$ cat config.mk
export PLATFORM = sky130hd
export DESIGN_NAME = isoch_transfer_descriptor_decode
export DESIGN_NICKNAME = d
export VERILOG_FILES = /design/src/logic/isoch_decode_pkg.sv /design/src/logic/isoch_transfer_descriptor_decode.sv
export SDC_FILE = /design/constraint.sdc
export NUM_CORES = 1
export LEC_CHECK = 0
export BUFFER_PORTS_ARGS = -buffer_cell sky130_fd_sc_hd__clkbuf_2
export CAP_MARGIN = 5
export CORE_AREA = 2 2 141 143
export DETAILED_ROUTE_END_ITERATION = 16
export DIE_AREA = 0 0 143 145
export PLACE_DENSITY = 0.76
export SYNTH_ARGS = -nofsm -noshare
export SYNTH_HDL_FRONTEND = slang
export SYNTH_SLANG_ARGS = --single-unit
$ cat constraint.sdc
create_clock -name MCLK_I -period 4.1 [get_ports MCLK_I]
set_clock_uncertainty 0.05 [all_clocks]
set_input_delay 0 -clock MCLK_I [delete_from_list [all_inputs] [get_ports MCLK_I]]
set_output_delay 0 -clock MCLK_I [all_outputs]
set_load 0.005 [all_outputs]
$ cat src/logic/isoch_decode_pkg.sv
// constants and types for the isochronous descriptor control dword decoder
package isoch_decode_pkg;
    localparam int CYCLE_BIT = 0;
    localparam int EVAL_BIT = 1;
    localparam int SPN_BIT = 2;
    localparam int SNOOP_BIT = 3;
    localparam int CHAIN_BIT = 4;
    localparam int CN_BIT = 5;
    localparam int INLINE_BIT = 6;
    localparam int BURST_LO = 7;
    localparam int BURST_HI = 8;
    localparam int SUPP_BIT = 9;
    localparam int TYPE_LO = 10;
    localparam int TYPE_HI = 15;
    localparam int LBP_LO = 16;
    localparam int LBP_HI = 19;
    localparam int FRAME_LO = 20;
    localparam int FRAME_HI = 30;
    localparam int ASAP_BIT = 31;
    localparam int LEN_HI = 16;
    localparam int MFI_LO = 3;
    localparam int MFI_HI = 13;
    localparam int INLINE_MAX = 8;
    localparam logic [5:0] ISOCH_TYPE = 6'h05;
    localparam logic [1:0] LAST_ENTRY_MARK = 2'h1;
    localparam logic [16:0] LEN_MAX = 17'h10000;
    localparam logic [2:0] IRQ_RESET = 3'h0;
    localparam int IRQ_SHORT = 0;
    localparam int IRQ_DONE = 1;
    localparam int IRQ_BAD = 2;
    localparam logic [1:0] ADDR_STATUS = 2'h0;
    localparam logic [1:0] ADDR_MASK = 2'h1;
    localparam logic [1:0] ADDR_STATE = 2'h2;
    typedef enum logic [1:0] {ST_IDLE, ST_WAIT, ST_RUN} sched_t;
endpackage : isoch_decode_pkg

$ cat src/logic/isoch_transfer_descriptor_decode.sv
// isochronous descriptor control dword decoder with scheduler and event logic
`timescale 1ns/1ns
module isoch_transfer_descriptor_decode (
    input wire logic MCLK_I,
    input wire logic RST_B_I,
    input wire logic DW_VALID_I,
    input wire logic [31:0] CTRL_DW_I,
    input wire logic [31:0] LEN_DW_I,
    input wire logic [63:0] PTR_I,
    input wire logic EXT_COUNT_EN_I,
    input wire logic STATUS_EN_I,
    input wire logic STATUS_CAP_I,
    input wire logic CFG_NOSNOOP_EN_I,
    input wire logic [13:0] MICROFRAME_INDEX_REG_I,
    input wire logic XFER_DONE_I,
    input wire logic [16:0] BYTES_DONE_I,
    input wire logic [1:0] REG_ADDR_I,
    input wire logic [31:0] REG_WDATA_I,
    input wire logic REG_WR_I,
    input wire logic REG_RD_I,
    output logic [31:0] REG_RDATA_O,
    output logic IRQ_O,
    output logic CYCLE_O,
    output logic EVAL_NEXT_O,
    output logic SHORT_NOTIFY_O,
    output logic NOSNOOP_O,
    output logic CHAIN_O,
    output logic TD_END_O,
    output logic COMPL_NOTIFY_O,
    output logic INLINE_O,
    output logic [63:0] INLINE_DATA_O,
    output logic [3:0] INLINE_LEN_O,
    output logic [1:0] BURSTS_M1_O,
    output logic LAST_ENTRY_O,
    output logic SUPPRESS_IRQ_O,
    output logic [5:0] TYPE_O,
    output logic TYPE_OK_O,
    output logic [3:0] LAST_BURST_M1_O,
    output logic [10:0] FRAME_O,
    output logic ASAP_O,
    output logic [16:0] XFER_LEN_O,
    output logic START_O,
    output logic EVENT_O,
    output logic EVENT_SHORT_O,
    output logic EVENT_IRQ_O,
    output logic RETIRE_O
);
    import isoch_decode_pkg::*;

    sched_t state_reg;
    logic [31:0] ctrl_reg;
    logic [2:0] status_reg;
    logic [2:0] mask_reg;
    logic [2:0] ev_set;
    logic short_pkt;
    logic bad_len;
    logic [16:0] len_field;

    assign len_field = LEN_DW_I[LEN_HI:0];
    assign bad_len = (len_field > LEN_MAX) || (CTRL_DW_I[INLINE_BIT] && len_field > 17'(INLINE_MAX));
    assign short_pkt = BYTES_DONE_I < XFER_LEN_O;

    // field decode from CTRL_DW_I, registered on the same edge that captures ctrl_reg
    always_ff @(posedge MCLK_I) begin
        if (!RST_B_I) begin
            ctrl_reg <= 32'h0;
            CYCLE_O <= 1'b0;
            EVAL_NEXT_O <= 1'b0;
            SHORT_NOTIFY_O <= 1'b0;
            NOSNOOP_O <= 1'b0;
            CHAIN_O <= 1'b0;
            TD_END_O <= 1'b0;
            COMPL_NOTIFY_O <= 1'b0;
            INLINE_O <= 1'b0;
            INLINE_DATA_O <= 64'h0;
            INLINE_LEN_O <= 4'h0;
            BURSTS_M1_O <= 2'h0;
            LAST_ENTRY_O <= 1'b0;
            SUPPRESS_IRQ_O <= 1'b0;
            TYPE_O <= 6'h0;
            TYPE_OK_O <= 1'b0;
            LAST_BURST_M1_O <= 4'h0;
            FRAME_O <= 11'h0;
            ASAP_O <= 1'b0;
            XFER_LEN_O <= 17'h0;
        end else if (DW_VALID_I) begin
            ctrl_reg <= CTRL_DW_I;
            CYCLE_O <= CTRL_DW_I[CYCLE_BIT];
            EVAL_NEXT_O <= CTRL_DW_I[EVAL_BIT];
            SHORT_NOTIFY_O <= CTRL_DW_I[SPN_BIT];
            NOSNOOP_O <= CTRL_DW_I[SNOOP_BIT] & CFG_NOSNOOP_EN_I;
            CHAIN_O <= CTRL_DW_I[CHAIN_BIT];
            TD_END_O <= ~CTRL_DW_I[CHAIN_BIT];
            COMPL_NOTIFY_O <= CTRL_DW_I[CN_BIT];
            INLINE_O <= CTRL_DW_I[INLINE_BIT];
            INLINE_DATA_O <= CTRL_DW_I[INLINE_BIT] ? PTR_I : 64'h0;
            INLINE_LEN_O <= CTRL_DW_I[INLINE_BIT] && len_field <= 17'(INLINE_MAX) ? len_field[3:0] : 4'h0;
            BURSTS_M1_O <= EXT_COUNT_EN_I ? 2'h0 : CTRL_DW_I[BURST_HI:BURST_LO];
            LAST_ENTRY_O <= STATUS_EN_I && STATUS_CAP_I
                && CTRL_DW_I[BURST_HI:BURST_LO] == LAST_ENTRY_MARK;
            SUPPRESS_IRQ_O <= CTRL_DW_I[SUPP_BIT];
            TYPE_O <= CTRL_DW_I[TYPE_HI:TYPE_LO];
            TYPE_OK_O <= CTRL_DW_I[TYPE_HI:TYPE_LO] == ISOCH_TYPE;
            LAST_BURST_M1_O <= CTRL_DW_I[LBP_HI:LBP_LO];
            FRAME_O <= CTRL_DW_I[FRAME_HI:FRAME_LO];
            ASAP_O <= CTRL_DW_I[ASAP_BIT];
            XFER_LEN_O <= len_field;
        end
    end

    // scheduling: asap starts at once, else waits for frame match
    always_ff @(posedge MCLK_I) begin
        if (!RST_B_I) begin
            state_reg <= ST_IDLE;
            START_O <= 1'b0;
        end else begin
            START_O <= 1'b0;
            case (state_reg)
                ST_IDLE: begin
                    if (DW_VALID_I) begin
                        state_reg <= ST_WAIT;
                    end
                end
                ST_WAIT: begin
                    if (ASAP_O || FRAME_O == MICROFRAME_INDEX_REG_I[MFI_HI:MFI_LO]) begin
                        START_O <= 1'b1;
                        state_reg <= ST_RUN;
                    end
                end
                ST_RUN: begin
                    if (XFER_DONE_I) begin
                        state_reg <= ST_IDLE;
                    end
                end
                default: begin
                    state_reg <= ST_IDLE;
                end
            endcase
        end
    end

    // completion and short-packet events, at most one per completion, only when completion or short notify applies
    always_ff @(posedge MCLK_I) begin
        if (!RST_B_I) begin
            EVENT_O <= 1'b0;
            EVENT_SHORT_O <= 1'b0;
            EVENT_IRQ_O <= 1'b0;
            RETIRE_O <= 1'b0;
        end else begin
            RETIRE_O <= XFER_DONE_I && state_reg == ST_RUN;
            EVENT_O <= XFER_DONE_I && state_reg == ST_RUN
                && (COMPL_NOTIFY_O || (SHORT_NOTIFY_O && short_pkt));
            EVENT_SHORT_O <= XFER_DONE_I && state_reg == ST_RUN && short_pkt
                && (SHORT_NOTIFY_O || COMPL_NOTIFY_O);
            EVENT_IRQ_O <= XFER_DONE_I && state_reg == ST_RUN
                && ((COMPL_NOTIFY_O && !SUPPRESS_IRQ_O) || (SHORT_NOTIFY_O && short_pkt));
        end
    end

    assign ev_set[IRQ_SHORT] = XFER_DONE_I && state_reg == ST_RUN && short_pkt;
    assign ev_set[IRQ_DONE] = XFER_DONE_I && state_reg == ST_RUN;
    assign ev_set[IRQ_BAD] = DW_VALID_I && (CTRL_DW_I[TYPE_HI:TYPE_LO] != ISOCH_TYPE || bad_len);

    // sticky status, write one to clear, set wins
    always_ff @(posedge MCLK_I) begin
        if (!RST_B_I) begin
            status_reg <= IRQ_RESET;
            mask_reg <= IRQ_RESET;
        end else begin
            status_reg <= (status_reg & ~((REG_WR_I && REG_ADDR_I == ADDR_STATUS) ? REG_WDATA_I[2:0] : 3'h0))
                | ev_set;
            if (REG_WR_I && REG_ADDR_I == ADDR_MASK) begin
                mask_reg <= REG_WDATA_I[2:0];
            end
        end
    end

    always_ff @(posedge MCLK_I) begin
        if (!RST_B_I) begin
            IRQ_O <= 1'b0;
            REG_RDATA_O <= 32'h0;
        end else begin
            IRQ_O <= |(status_reg & mask_reg);
            if (REG_RD_I) begin
                case (REG_ADDR_I)
                    ADDR_STATUS: REG_RDATA_O <= {29'h0, status_reg};
                    ADDR_MASK: REG_RDATA_O <= {29'h0, mask_reg};
                    ADDR_STATE: REG_RDATA_O <= ctrl_reg;
                    default: REG_RDATA_O <= 32'h0;
                endcase
            end else begin
                REG_RDATA_O <= 32'h0;
            end
        end
    end

    property p_nosnoop;
        @(posedge MCLK_I) disable iff (!RST_B_I)
        DW_VALID_I && !(CTRL_DW_I[SNOOP_BIT] && CFG_NOSNOOP_EN_I) |=> !NOSNOOP_O;
    endproperty
    a_nosnoop: assert property (p_nosnoop) else $error("no snoop without permission");

    property p_end;
        @(posedge MCLK_I) disable iff (!RST_B_I)
        DW_VALID_I |=> TD_END_O == !$past(CTRL_DW_I[CHAIN_BIT]);
    endproperty
    a_end: assert property (p_end) else $error("descriptor end wrong");

    property p_asap;
        @(posedge MCLK_I) disable iff (!RST_B_I)
        state_reg == ST_WAIT && ASAP_O |=> START_O;
    endproperty
    a_asap: assert property (p_asap) else $error("asap start missing");

    property p_frame;
        @(posedge MCLK_I) disable iff (!RST_B_I)
        state_reg == ST_WAIT && !ASAP_O && FRAME_O != MICROFRAME_INDEX_REG_I[MFI_HI:MFI_LO] |=> !START_O;
    endproperty
    a_frame: assert property (p_frame) else $error("start before frame match");

    property p_one_event;
        @(posedge MCLK_I) disable iff (!RST_B_I)
        EVENT_O |=> !EVENT_O;
    endproperty
    a_one_event: assert property (p_one_event) else $error("duplicate event");

    property p_supp;
        @(posedge MCLK_I) disable iff (!RST_B_I)
        EVENT_IRQ_O && !EVENT_SHORT_O |-> !SUPPRESS_IRQ_O;
    endproperty
    a_supp: assert property (p_supp) else $error("suppressed interrupt raised");

    property p_done;
        @(posedge MCLK_I) disable iff (!RST_B_I)
        XFER_DONE_I && state_reg == ST_RUN && COMPL_NOTIFY_O |=> EVENT_O && RETIRE_O;
    endproperty
    a_done: assert property (p_done) else $error("completion event missing");

    property p_short;
        @(posedge MCLK_I) disable iff (!RST_B_I)
        XFER_DONE_I && state_reg == ST_RUN && short_pkt && SHORT_NOTIFY_O |=> EVENT_O && EVENT_SHORT_O;
    endproperty
    a_short: assert property (p_short) else $error("short event missing");

    property p_lbp;
        @(posedge MCLK_I) disable iff (!RST_B_I)
        DW_VALID_I |=> LAST_BURST_M1_O == $past(CTRL_DW_I[LBP_HI:LBP_LO]);
    endproperty
    a_lbp: assert property (p_lbp) else $error("last burst field wrong");

    property p_cycle;
        @(posedge MCLK_I) disable iff (!RST_B_I)
        DW_VALID_I |=> CYCLE_O == $past(CTRL_DW_I[CYCLE_BIT]);
    endproperty
    a_cycle: assert property (p_cycle) else $error("cycle marker wrong");

    property p_eval;
        @(posedge MCLK_I) disable iff (!RST_B_I)
        DW_VALID_I |=> EVAL_NEXT_O == $past(CTRL_DW_I[EVAL_BIT]);
    endproperty
    a_eval: assert property (p_eval) else $error("evaluate next flag wrong");

    property p_retire_short;
        @(posedge MCLK_I) disable iff (!RST_B_I)
        XFER_DONE_I && state_reg == ST_RUN && short_pkt |=> RETIRE_O && state_reg == ST_IDLE;
    endproperty
    a_retire_short: assert property (p_retire_short) else $error("short packet not retired");

    property p_evshort;
        @(posedge MCLK_I) disable iff (!RST_B_I)
        EVENT_SHORT_O |-> EVENT_O;
    endproperty
    a_evshort: assert property (p_evshort) else $error("short status outside the single event");

    property p_inline;
        @(posedge MCLK_I) disable iff (!RST_B_I)
        DW_VALID_I && CTRL_DW_I[INLINE_BIT] |=> INLINE_O && INLINE_DATA_O == $past(PTR_I);
    endproperty
    a_inline: assert property (p_inline) else $error("inline data not passed");

    property p_inline_off;
        @(posedge MCLK_I) disable iff (!RST_B_I)
        DW_VALID_I && !CTRL_DW_I[INLINE_BIT] |=> !INLINE_O && INLINE_DATA_O == 64'h0 && INLINE_LEN_O == 4'h0;
    endproperty
    a_inline_off: assert property (p_inline_off) else $error("inline fields without inline flag");

    property p_burst_ext;
        @(posedge MCLK_I) disable iff (!RST_B_I)
        DW_VALID_I && EXT_COUNT_EN_I |=> BURSTS_M1_O == 2'h0;
    endproperty
    a_burst_ext: assert property (p_burst_ext) else $error("burst count used with extended count");

    property p_burst;
        @(posedge MCLK_I) disable iff (!RST_B_I)
        DW_VALID_I && !EXT_COUNT_EN_I |=> BURSTS_M1_O == $past(CTRL_DW_I[BURST_HI:BURST_LO]);
    endproperty
    a_burst: assert property (p_burst) else $error("burst count wrong");

    property p_last;
        @(posedge MCLK_I) disable iff (!RST_B_I)
        DW_VALID_I |=> LAST_ENTRY_O == ($past(STATUS_EN_I) && $past(STATUS_CAP_I)
            && $past(CTRL_DW_I[BURST_HI:BURST_LO]) == LAST_ENTRY_MARK);
    endproperty
    a_last: assert property (p_last) else $error("last entry mark wrong");

    property p_type;
        @(posedge MCLK_I) disable iff (!RST_B_I)
        DW_VALID_I |=> TYPE_O == $past(CTRL_DW_I[TYPE_HI:TYPE_LO]) && TYPE_OK_O == (TYPE_O == ISOCH_TYPE);
    endproperty
    a_type: assert property (p_type) else $error("entry type decode wrong");

    property p_len;
        @(posedge MCLK_I) disable iff (!RST_B_I)
        DW_VALID_I |=> XFER_LEN_O == $past(LEN_DW_I[LEN_HI:0]);
    endproperty
    a_len: assert property (p_len) else $error("transfer length wrong");

    property p_frame_field;
        @(posedge MCLK_I) disable iff (!RST_B_I)
        DW_VALID_I |=> FRAME_O == $past(CTRL_DW_I[FRAME_HI:FRAME_LO]) && ASAP_O == $past(CTRL_DW_I[ASAP_BIT]);
    endproperty
    a_frame_field: assert property (p_frame_field) else $error("frame or asap field wrong");

    property p_match;
        @(posedge MCLK_I) disable iff (!RST_B_I)
        state_reg == ST_WAIT && FRAME_O == MICROFRAME_INDEX_REG_I[MFI_HI:MFI_LO] |=> START_O;
    endproperty
    a_match: assert property (p_match) else $error("frame match start missing");

    property p_supp_event;
        @(posedge MCLK_I) disable iff (!RST_B_I)
        XFER_DONE_I && state_reg == ST_RUN && COMPL_NOTIFY_O && SUPPRESS_IRQ_O && !(SHORT_NOTIFY_O && short_pkt)
            |=> EVENT_O && !EVENT_IRQ_O;
    endproperty
    a_supp_event: assert property (p_supp_event) else $error("suppressed completion wrong");

    property p_irq_hi;
        @(posedge MCLK_I) disable iff (!RST_B_I)
        |(status_reg & mask_reg) |=> IRQ_O;
    endproperty
    a_irq_hi: assert property (p_irq_hi) else $error("interrupt missing");

    property p_irq_lo;
        @(posedge MCLK_I) disable iff (!RST_B_I)
        (status_reg & mask_reg) == 3'h0 |=> !IRQ_O;
    endproperty
    a_irq_lo: assert property (p_irq_lo) else $error("interrupt without masked status");

    property p_sticky;
        @(posedge MCLK_I) disable iff (!RST_B_I)
        ev_set != 3'h0 |=> (status_reg & $past(ev_set)) == $past(ev_set);
    endproperty
    a_sticky: assert property (p_sticky) else $error("status event lost");

    c_asap: cover property (@(posedge MCLK_I) START_O && ASAP_O);
    c_frame: cover property (@(posedge MCLK_I) START_O && !ASAP_O);
    c_short: cover property (@(posedge MCLK_I) EVENT_SHORT_O);
    c_irq: cover property (@(posedge MCLK_I) IRQ_O);
    c_bad: cover property (@(posedge MCLK_I) status_reg[IRQ_BAD]);
endmodule : isoch_transfer_descriptor_decode
==> results.py <==
metrics = {
    "clocking": {
        "cts_tree": "yes",
        "numCtsBuffers": 17,
        "post_cts_buffers": 0,
        "htreeDepth": 4,
        "cts.path.max_buffers": 2,
        "root_buffer": "clkbuf_16",
        "cts_sinks": 169,
        "cts.clk_slew.worst_paths_ns": 0.07,
        "cts-resized-gates": 0,
        "clk_latency_ns": 0.42,
    },
    "power_and_ir_drop": {
        "p_seq_share_pct": 46.4,
        "netSwitchingPower_mw": 0.9805,
        "clkPwrFrac_pct": 40.8,
        "intPower_mw": 2.777,
        "switching_share_pct": 26.09,
        "powerDensity_mw_per_mm2": 361.8,
        "p_comb_share_pct": 12.8,
        "vdd_drop_max_mv": 0.2523,
        "leakage_nw": 4.779,
    },
    "cells_and_area": {
        "largest_reg_flops": 64,
        "diodes": 0,
        "final_area_mm2": 0.01039,
        "largest-register": "INLINE_DATA_O",
        "nets": 1338,
        "area_delta_synth_final_pct": 49.95,
        "fin_cells": 1397,
        "drive_gt1_share_pct": 31.27,
        "fillCellCount": 1663,
        "top_regs": "INLINE_DATA_O (64), REG_RDATA_O (32), XFER_LEN_O (17)",
    },
    "yosys": {
        "synth_area_per_cell_um2": 9.701,
        "synth_top_cell_area_share_pct": 48.84,
        "syn_area_mm2": 0.006927,
        "synth_flop_cell": "dfxtp_1",
        "synth_edf_count": 0,
        "synthesis.instances": 714,
        "yosysTopAreaCell": "dfxtp_1",
        "ys_ff_latch": 169,
        "yosys_warnings": 0,
        "synth.distinct_cells": 40,
        "synth_nets": 933,
        "synthTopCellsByArea": "dfxtp_1 (49%), nor2b_1 (17%), mux2i_1 (7.8%)",
        "synth-async-reset-ratio_pct": 0,
        "synth-seq-area-share_pct": 48.84,
    },
    "route": {
        "ant_nets": 0,
        "first_iter_violations": 175,
        "vias_per_cell": 4.530,
        "first_pass_iters": 5,
        "drc": 0,
        "vias": 6328,
        "avgRoutedWirePerCell_um": 14.57,
        "routed_wl_um": 20360,
    },
    "critical_path": {
        "end_kind": "flop",
        "worstSetupPathType": "in2reg",
        "required_ns": 4.36,
        "worstSetupStartpointType": "input port",
        "crit_fanout": 3,
        "worstPathArrival_ns": 2.84,
    },
    "sta": {
        "final-max-slew-violation-count": 0,
        "clock.fmax_mhz": 386.5,
        "setup_viol": 0,
        "min_period_over_period_pct": 63.10,
        "hold_violations": 0,
        "period_minus_slack_ns": 2.587,
        "slew_headroom_pct": 41.55,
        "tightest_slew_ns": 0.8768,
        "fin_tns_setup_ns": 0,
        "setup_slack_ns": 1.513,
        "rsz0062_at_grt": "no",
    },
    "floorplanning": {
        "io_pins": 361,
        "core_mm2": 0.01921,
        "num_rows": 51,
        "initial_core_util_pct": 36.06,
        "die_area_mm2": 0.02074,
        "die_w_um": 143,
        "die_h_um": 145,
    },
    "place": {
        "port_buffers": 313,
        "dp_hpwl_um": 13090,
        "place_congestion": 0.8230,
        "dp_slack_ns": 2.131,
        "place_area_mm2": 0.008527,
        "place_inst": 1235,
    },
    "job": {
        "max-cap-violations": 0,
    },
    "grt": {
        "grt_max_degree": 76,
        "grt_pass1_vias": 6468,
        "grt_usage_pct": 19.33,
        "grt_pass1_wl_um": 32040,
        "overflow": 0,
        "antenna_found_initial": 0,
    },
    "min_path": {
        "hp-class": "in2reg",
    },
    "run_status": {
        "outcome": "finished, final reports clean",
    },
}
==> per-stage QoR <==
step	power, mW	utilization (%)	hold slack, ns
6_report	3.758	54.07	0.02565
3_3_place_gp	2.145	44.39	0.1522
4_1_cts	3.793	54.07	0.003045
2_1_floorplan	1.989	-	0.04414
3_5_place_dp	2.156	44.39	0.1523
5_1_grt	3.933	54.07	0.04552
==> repair_timing <==
action	CTS	global route
endpoints found under the hold margin	134	0
hold buffers	130	0
endpoints found under the setup margin	0	0
==> cells in the final DEF (no fill, tap or decap), types with 2 or more instances in the layout <==
| cell | synthesis | layout |
|---|---|---|
| clkinvlp_4 | 0 | 4 |
| mux2i_1 | 54 | 54 |
| clkbuf_16 | 0 | 17 |
| a31oi_1 | 2 | 2 |
| nand3_1 | 7 | 7 |
| dfxtp_1 | 169 | 169 |
| xor2_1 | 11 | 11 |
| buf_4 | 26 | 6 |
| inv_6 | 0 | 5 |
| nor3_1 | 4 | 4 |
| dlygate4sd3_1 | 0 | 130 |
| clkbuf_2 | 0 | 311 |
| inv_8 | 0 | 4 |
| nor4_1 | 5 | 5 |
| and2_1 | 32 | 31 |
| o22ai_1 | 3 | 3 |
| nor3b_1 | 5 | 5 |
| nor2b_1 | 190 | 190 |
| a21o_1 | 2 | 2 |
| a21boi_0 | 5 | 5 |
| o21ai_0 | 8 | 8 |
| a21oi_1 | 79 | 79 |
| inv_1 | 19 | 19 |
| nor2_1 | 8 | 8 |
| nand2b_1 | 6 | 6 |
| ha_1 | 16 | 16 |
| nand2_1 | 12 | 12 |
==> power groups by stage <==
stage | clock [mW] | sequential [mW] | combinational, mW
finish | 1.53 | 1.74 | 0.480
global route | 1.65 | 1.75 | 0.527
CTS | 1.57 | 1.74 | 0.477
detailed placement | 0 | 1.78 | 0.377
global placement | 0 | 1.78 | 0.368
floorplan | 0 | 1.77 | 0.214
==> cells by family after synthesis <==
| group | count (synthesis) | share of synthesized area (%) |
|---|---|---|
| and+or+nand+nor | 278 | 24.58 |
| DFF | 169 | 48.84 |
| AOI/OAI and AO/OA | 106 | 8.635 |
| buffers and inverters | 80 | 5.853 |
| muxes | 54 | 7.803 |
| adders and majority gates | 16 | 2.890 |
| xor gates and xnor gates | 11 | 1.391 |
==> path summary, 6_finish.rpt <==
path	from	to	slack (ns)	depth (start not counted)
setup reg to reg	XFER_LEN_O[15]	EVENT_IRQ_O	2.28	7
setup / recovery	LEN_DW_I[11]	status_reg[2]	1.51	8
hold / removal	REG_WR_I	mask_reg[0]	0.03	4
hold reg to reg	ctrl_reg[3]	REG_RDATA_O[3]	0.42	1
==> per-layer routing <==
layer | part of all wire (%) | vias up | global-route usage (%)
li1 | - | 3132 | -
met1 | 41 | 2905 | 21.74
met2 | 50 | 237 | 33.73
met3 | 5.7 | 54 | 5.446
met4 | 3.1 | 0 | 8.366
met5 | 0 | - | 0
==> critical path: stages <==
cell and delay (ns):
dlygate4sd3_1 0.53, clkbuf_2 0.13, nor4_1 0.41, nand3_1 0.30, o31ai_1 0.28, dlygate4sd3_1 0.57
a21oi_1 0.06, dlygate4sd3_1 0.55
==> cell type report <==
cell class                 instances  area (µm²)  area share [%]
multi-input combinational        465        3139           30.23
inverter                          19       71.32          0.6867
timing repair buffer             447        2903           27.95
clock inverter                    15       132.6           1.277
tap                              265       331.6           3.192
sequential                       169        3383           32.57
clock buffer                      17       425.4           4.096
==> synth_stat cells, types with 6 or more instances <==
cell,number
nor2b_1,190
o21ai_0,8
nor2_1,8
xor2_1,11
buf_4,26
nand2b_1,6
nand3_1,7
and2_1,32
mux2i_1,54
nand2_1,12
ha_1,16
inv_1,19
a21oi_1,79
clkbuf_1,24
buf_2,6
dfxtp_1,169
(Power assumes the default switching activity.)
